==> src/sadc_regs.vh <==
/*
  Constants for the converter sequencer: start sources, gain codes,
  justification fields and sample timing.
  Assumes inclusion by bare name from sadc design files.
*/
`ifndef SADC_REGS_VH
`define SADC_REGS_VH
`define SADC_SRC_SOFT      2'h0
`define SADC_SRC_TMR2      2'h1
`define SADC_SRC_TMR3      2'h2
`define SADC_SRC_EXT       2'h3
`define SADC_CHAN_TEMP     4'h8
`define SADC_CHAN_LAST     4'h8
`define SADC_GAIN_HALF     3'h6
`define SADC_GAIN_LAST     3'h4
`define SADC_CLK_MHZ       100
`define SADC_RATE_KSPS     100
`define SADC_PERIOD_CYC    ((`SADC_CLK_MHZ * 1000) / `SADC_RATE_KSPS)
`define SADC_TRACK_CYC     30
`define SADC_BITS          12
`define SADC_NIBBLE        4'h0
`endif

==> src/sadc_justify.v <==
/*
  Result formatter: builds the high and low result bytes.
  Assumes a 12-bit code from the converter core, two's complement
  when differential.
*/
`timescale 1ns/1ps
`default_nettype none
`include "sadc_regs.vh"
module sadc_justify (
  input  wire [11:0] code,
  input  wire        diff,
  input  wire        left_justify_select,
  output reg  [15:0] word
);
  always @* begin
    if (left_justify_select)
      word = {code, `SADC_NIBBLE};
    else if (diff)
      word = {{4{code[11]}}, code};
    else
      word = {`SADC_NIBBLE, code};
  end
endmodule
`default_nettype wire

==> src/sadc_seq.v <==
/*
  Sequencer around the successive-approximation converter core:
  channel, gain, reference select, start sources, result latch,
  window compare and shutdown.
  Assumes timers and start pin synchronous to sys_clk, and an analog
  core that answers conv_start with core_done and core_code.
*/
`timescale 1ns/1ps
`default_nettype none
`include "sadc_regs.vh"
module sadc_seq #(
  parameter PERIOD_CYC = `SADC_PERIOD_CYC,
  parameter TRACK_CYC  = `SADC_TRACK_CYC
) (
  input  wire        sys_clk,
  input  wire        rst,
  input  wire        enable,
  input  wire [1:0]  start_select,
  input  wire        soft_start,
  input  wire        timer2_overflow,
  input  wire        timer3_overflow,
  input  wire        ext_start,
  input  wire        background_mode,
  input  wire        int_enable,
  input  wire        window_int_enable,
  input  wire        window_outside,
  input  wire [15:0] window_upper,
  input  wire [15:0] window_lower,
  input  wire [3:0]  input_channel_select,
  input  wire [3:0]  pair_differential,
  input  wire [2:0]  gain_select,
  input  wire        left_justify_select,
  input  wire        ref_select_dac,
  input  wire        clear_done,
  input  wire        clear_window,
  input  wire        core_done,
  input  wire [11:0] core_code,
  output reg         core_power,
  output reg         conv_start,
  output reg         track,
  output reg  [3:0]  mux_pos,
  output reg  [3:0]  mux_neg,
  output reg         mux_diff,
  output reg  [2:0]  amp_gain,
  output reg         ref_dac,
  output reg  [7:0]  result_high_byte,
  output reg  [7:0]  result_low_byte,
  output reg         done_flag,
  output reg         window_flag,
  output wire        irq,
  output wire        window_irq,
  output reg         busy
);
  // ----------------------------------------------------------------
  // State encoding
  // ----------------------------------------------------------------
  localparam ST_IDLE  = 2'h0;
  localparam ST_TRACK = 2'h1;
  localparam ST_CONV  = 2'h2;
  localparam ST_HOLD  = 2'h3;


  // ----------------------------------------------------------------
  // Internal state
  // ----------------------------------------------------------------
  reg  [1:0]  state;
  reg  [15:0] cnt;
  reg         ext_prev;
  reg         conv_diff;
  wire [15:0] word;
  wire        trig;
  wire        hit;
  wire        in_win;

  // ----------------------------------------------------------------
  // Channel decode
  // ----------------------------------------------------------------
  // Pair of a channel: even/odd external inputs share one differential bit
  function is_diff;
    input [3:0] ch;
    input [3:0] pairs;
    begin
      is_diff = (ch < `SADC_CHAN_TEMP) && pairs[ch[2:1]];
    end
  endfunction

  // ----------------------------------------------------------------
  // Start source
  // ----------------------------------------------------------------
  // Background mode restarts from the period counter instead
  assign trig = (start_select == `SADC_SRC_SOFT) ? soft_start :
                (start_select == `SADC_SRC_TMR2) ? timer2_overflow :
                (start_select == `SADC_SRC_TMR3) ? timer3_overflow :
                (ext_start & ~ext_prev);

  // ----------------------------------------------------------------
  // Window compare
  // ----------------------------------------------------------------
  // Compare signed when differential so negative codes order right
  // Limits are in the justified format, so software must program
  // them to match left_justify_select
  assign in_win = conv_diff ?
    (($signed(word) <= $signed(window_upper)) &&
     ($signed(word) >= $signed(window_lower))) :
    ((word <= window_upper) && (word >= window_lower));
  assign hit = in_win ^ window_outside;

  // ----------------------------------------------------------------
  // Interrupt requests
  // ----------------------------------------------------------------
  // Background mode keeps the processor quiet unless the window hits
  assign irq        = done_flag & int_enable & ~background_mode;
  assign window_irq = window_flag & window_int_enable;

  // ----------------------------------------------------------------
  // Result formatting
  // ----------------------------------------------------------------
  sadc_justify sadc_justify_i (
    .code                (core_code),
    .diff                (conv_diff),
    .left_justify_select (left_justify_select),
    .word                (word)
  );

  // ----------------------------------------------------------------
  // Analog controls
  // ----------------------------------------------------------------
  always @(posedge sys_clk or posedge rst) begin
    if (rst) begin
      mux_pos    <= 4'h0;
      mux_neg    <= 4'h0;
      mux_diff   <= 1'b0;
      amp_gain   <= 3'h0;
      ref_dac    <= 1'b0;
      core_power <= 1'b0;
      ext_prev   <= 1'b0;
    end else begin
      ext_prev   <= ext_start;
      core_power <= enable;
      ref_dac    <= ref_select_dac;
      amp_gain   <= (gain_select > `SADC_GAIN_LAST &&
                     gain_select != `SADC_GAIN_HALF) ?
                    3'h0 : gain_select;
      if (state == ST_IDLE) begin
        // Clamp out-of-range channel to the first input
        mux_pos  <= (input_channel_select > `SADC_CHAN_LAST) ?
                    4'h0 : input_channel_select;
        mux_diff <= is_diff(input_channel_select, pair_differential);
        mux_neg  <= {input_channel_select[3:1], 1'b1};
      end
    end
  end

  // ----------------------------------------------------------------
  // Sequencer
  // ----------------------------------------------------------------
  always @(posedge sys_clk or posedge rst) begin
    if (rst) begin
      state            <= ST_IDLE;
      cnt              <= 16'h0000;
      conv_start       <= 1'b0;
      track            <= 1'b0;
      busy             <= 1'b0;
      conv_diff        <= 1'b0;
      result_high_byte <= 8'h00;
      result_low_byte  <= 8'h00;
      done_flag        <= 1'b0;
      window_flag      <= 1'b0;
    end else begin
      conv_start <= 1'b0;
      if (clear_done)
        done_flag <= 1'b0;
      if (clear_window)
        window_flag <= 1'b0;
      if (cnt != 16'h0000)
        cnt <= cnt - 16'h0001;
      case (state)
        ST_IDLE: begin
          // Triggers arriving while busy are dropped, not queued,
          // so a late source cannot stretch the sample period
          track <= 1'b0;
          busy  <= 1'b0;
          if (enable && (background_mode || trig)) begin
            state     <= ST_TRACK;
            busy      <= 1'b1;
            track     <= 1'b1;
            conv_diff <= mux_diff;
            cnt       <= TRACK_CYC[15:0];
          end
        end
        ST_TRACK: begin
          if (cnt == 16'h0001) begin
            track      <= 1'b0;
            conv_start <= 1'b1;
            state      <= ST_CONV;
            cnt        <= PERIOD_CYC[15:0] - TRACK_CYC[15:0];
          end
        end
        ST_CONV: begin
          if (core_done) begin
            result_high_byte <= word[15:8];
            result_low_byte  <= word[7:0];
            done_flag        <= 1'b1;
            if (hit)
              window_flag <= 1'b1;
            state <= background_mode ? ST_HOLD : ST_IDLE;
          end else if (!enable) begin
            state <= ST_IDLE;
          end
        end
        ST_HOLD: begin
          // Holds the sample rate in background mode
          if (cnt == 16'h0000 || !enable)
            state <= ST_IDLE;
        end
        default: state <= ST_IDLE;
      endcase
    end
  end
endmodule
`default_nettype wire

==> config.mk <==
export PLATFORM = sky130hd
export DESIGN_NAME = sadc_seq
export DESIGN_NICKNAME = d
export VERILOG_FILES = /design/src/sadc_justify.v /design/src/sadc_seq.v
export VERILOG_INCLUDE_DIRS = /design/src
export SDC_FILE = /design/constraint.sdc
export NUM_CORES = 1
export LEC_CHECK = 0
export ABC_CLOCK_PERIOD_IN_PS = 2700
export BUFFER_PORTS_ARGS = -buffer_cell sky130_fd_sc_hd__buf_2
export CELL_PAD_IN_SITES_DETAIL_PLACEMENT = 1
export CELL_PAD_IN_SITES_GLOBAL_PLACEMENT = 1
export CORE_ASPECT_RATIO = 0.75
export CORE_MARGIN = 1.5
export CORE_UTILIZATION = 38
export DETAILED_ROUTE_END_ITERATION = 8
export HOLD_SLACK_MARGIN = 0.03
export PLACE_DENSITY_LB_ADDON = 0.08
export SYNTH_ARGS = -nofsm -noshare
export SYNTH_HDL_FRONTEND = slang
export SYNTH_SLANG_ARGS = --single-unit
==> constraint.sdc <==
create_clock -name sys_clk -period 2.7 [get_ports sys_clk]
set_clock_uncertainty 0.2 [all_clocks]
set_input_delay 0.135 -clock sys_clk [delete_from_list [all_inputs] [get_ports sys_clk]]
set_output_delay 0.135 -clock sys_clk [all_outputs]
set_load 0.1 [all_outputs]
==> flow_metrics.tcl <==
set metrics [dict create \
    status "complete, but fails checks" \
    violations "DRC" \
    cp-end-kind "flop" \
    diodes 0 \
    finalWirelength_mm 10.1 \
    period_share 0.927 \
    synthXorXnorAreaFrac 0.0259 \
    r2r_cells 6 \
    synth_top_area_share 0.407 \
    timing.slew.headroom 0.566 \
    synth_area_leaders "dfrtp_1, ha_1, nand2_1, inv_1, o21ai_0" \
    rows 29 \
    hold_end "result_low_byte[7]$_DFFE_PP0P_" \
    synth_top_family_by_area "simple AND/OR/NAND/NOR gates" \
    grt_pass1_wl_mm 17.0 \
    cts_buffers 5 \
    synthTopCellsByCount "nand2_1, dfrtp_1, inv_1, ha_1, o21ai_0" \
    rr_endpoint "cnt[3]$_DFF_PP0_" \
    synth_adder_area_share 0.118 \
    synth-simple-area-share 0.250 \
    slew_viol_final 0 \
    hpwl_mm 7.93 \
    antenna_found_initial 0 \
    vias_per_cell 5.08 \
    ys_seq_elements 55 \
    initial_core_util 0.395 \
    syn-num-nets 475 \
    numPortBuffers 109 \
    fin_nets 610 \
    synth_edf_count 0 \
    synthFlopType "dfrtp_1" \
    rsz0062_at_grt "false" \
    num_vias 3111 \
    fin_setup_tns_ps 0 \
    p_leak_nw 2.41 \
    root_buffer "clkbuf_16" \
    synth-compound-area-share 0.106 \
    clk_pin_slew_ps 70 \
    core_area_um2 8560 \
    first_pass_iters 6 \
    maxCapViolations 0 \
    postRouteAntennaNets 0 \
    power_density_nw_per_um2 823 \
    fp.dieArea_um2 9490 \
    drive_gt1_frac 0.303 \
    ys_warn_count 0 \
    min_from "core_code[3]" \
    synthMuxAreaShare 0.0458 \
    grt_use_total 0.222 \
    setup_viol 0 \
    grt_max_degree 36 \
    die_w_um 112 \
    grt_overflow_total 0 \
    synth.most_common_cell "nand2_1" \
    cp_max_fo 7 \
    hold_viol_final 0 \
    worstMarginPinSlew_ps 650 \
    hp-class "primary input to flop" \
    insertion_delay_ps 290 \
    fin_crit_ps 2500 \
    numClockSinks 55 \
    start_kind "flop" \
    synth.distinct_cells 57 \
    rrSetupSlack_ps 200 \
    syn_area_um2 3380 \
    reg2reg_from "cnt[11]$_DFF_PP0_" \
    drt_iter0_drc 71 \
    crit_type "flop to flop" \
    wl_per_cell_um 16.4 \
    htree_num_levels 2 \
    final_util 0.519 \
    postSynthAreaPerCell_um2 9.15 \
    die-height_um 84.7 \
    areaGrowthSynthToFinish_pct 31.4 \
    ys_seq_area_frac 0.407 \
    synth_top_area_cell "dfrtp_1" \
    hold_depth 4 \
    place.gp.congestion 0.850 \
    vdd_ir_drop_max_uv 848 \
    worstPathArrival_ps 2470 \
    max_clock_freq_mhz 400 \
    cts_tree "done" \
    clock_path_buffers 2 \
    async_flop_share 1.00 \
    io_pins 110 \
    synthCells 370 \
    drc 8 \
    critPathRequiredTime_ps 2670 \
    grt_pass1_vias 3360 \
]
[kinds of logic (layout without fill, tap and decap cells)]
kind of cell | count (synthesis) | count (layout)
muxes | 12 | 12
and+or+nand+nor | 160 | 160
adders and majority gates | 32 | 32
DFF | 55 | 55
xor gates and xnor gates | 10 | 10
AOI/OAI and AO/OA | 58 | 58
buffers and inverters | 43 | 178
[through the flow]
| stage | area, µm² | instances | hold slack, ps | setup slack, ps | total power, mW |
|---|---|---|---|---|---|
| after floorplan | 3380 | 370 | -33.6 | 59.6 | 2.59 |
| after global placement | 4080 | 584 | -11.4 | 111 | 2.94 |
| after detailed placement | 4080 | 584 | -7.90 | 51.1 | 2.99 |
| after CTS | 4440 | 613 | 52.6 | 124 | 3.69 |
| after global routing | 4450 | 613 | 58.6 | 23.8 | 3.88 |
| final | 4450 | 613 | 55.0 | 198 | 3.66 |
[report_power, final]
| part | switching (mW) | total [mW] | internal [mW] | leakage, nW |
|---|---|---|---|---|
| sequential | 0.176 | 1.21 | 1.04 | 0.711 |
| combinational | 1.33 | 1.80 | 0.466 | 1.63 |
| clock | 0.284 | 0.648 | 0.363 | 0.0727 |
| total | 1.79 | 3.66 | 1.86 | 2.41 |
[placed cells by master, fill, tap and decap left out, types with 3 or more instances in the layout]
| master | count |
|---|---|
| inv_1 | 33 |
| a21o_1 | 3 |
| nor2_1 | 17 |
| nand3b_1 | 6 |
| mux2_2 | 8 |
| xor2_1 | 6 |
| dlygate4sd3_1 | 22 |
| or3_2 | 3 |
| nand3_1 | 3 |
| o21ai_0 | 18 |
| dfrtp_1 | 55 |
| a21oi_1 | 17 |
| and4_1 | 3 |
| xnor2_1 | 4 |
| clkbuf_16 | 5 |
| nor2b_1 | 8 |
| nor3_1 | 3 |
| buf_2 | 109 |
| buf_4 | 6 |
| or2_2 | 4 |
| a211oi_1 | 3 |
| nand2_1 | 78 |
| nand2b_1 | 7 |
| ha_1 | 32 |
| nand4_1 | 4 |
| a31oi_1 | 3 |
[area by class of cell]
cell class	count	area [µm²]
Inverter	34	128
Multi-Input combinational cell	272	1850
Sequential cell	55	1380
Fill cell	1038	4120
Timing Repair Buffer	137	811
Clock buffer	6	139
Clock inverter	1	5.00
Tap cell	108	135
[routing by layer]
layer | wire [µm] | track usage | part of all wire
met5 | 0 | 0 | 0
met4 | 60 | 0.0391 | 0.0060
met3 | 479 | 0.0433 | 0.048
met2 | 4450 | 0.353 | 0.44
met1 | 5090 | 0.322 | 0.50
[state kept, by name, indices dropped and copies added (netlist names), 2 cells and up]
signal	flops
mux_neg	4
state	2
cnt	16
result_high_byte	8
result_low_byte	8
mux_pos	4
amp_gain	3
[critical path: stages (launching register included)]
cell	delay [ps]
dfrtp_1	440
or4_1	570
nor3_2	320
nand3_2	260
nand2_2	190
nor3_1	60
or3b_1	340
[worst max path at each step]
| stage | from | to | slack (ps) | depth (start not counted) |
|---|---|---|---|---|
| after global placement | left_justify_select | window_flag$_DFF_PP0_ | 110 | 11 |
| after floorplan | done_flag$_DFF_PP0_ | irq | 60 | 2 |
| after global routing | cnt[11]$_DFF_PP0_ | cnt[3]$_DFF_PP0_ | 20 | 6 |
| after detailed placement | left_justify_select | window_flag$_DFF_PP0_ | 50 | 13 |
| after CTS | core_code[10] | window_flag$_DFF_PP0_ | 120 | 12 |
| final | cnt[11]$_DFF_PP0_ | cnt[3]$_DFF_PP0_ | 200 | 6 |
[timing repair]
action / 4_1_cts / 5_1_grt
hold buffers: 22 / 0
resized for setup: 0 / 1
endpoints found under the setup margin: 0 / 1
setup buffers: 0 / 0
endpoints found under the hold margin: 76 / 0
(Power assumes the default switching activity.)
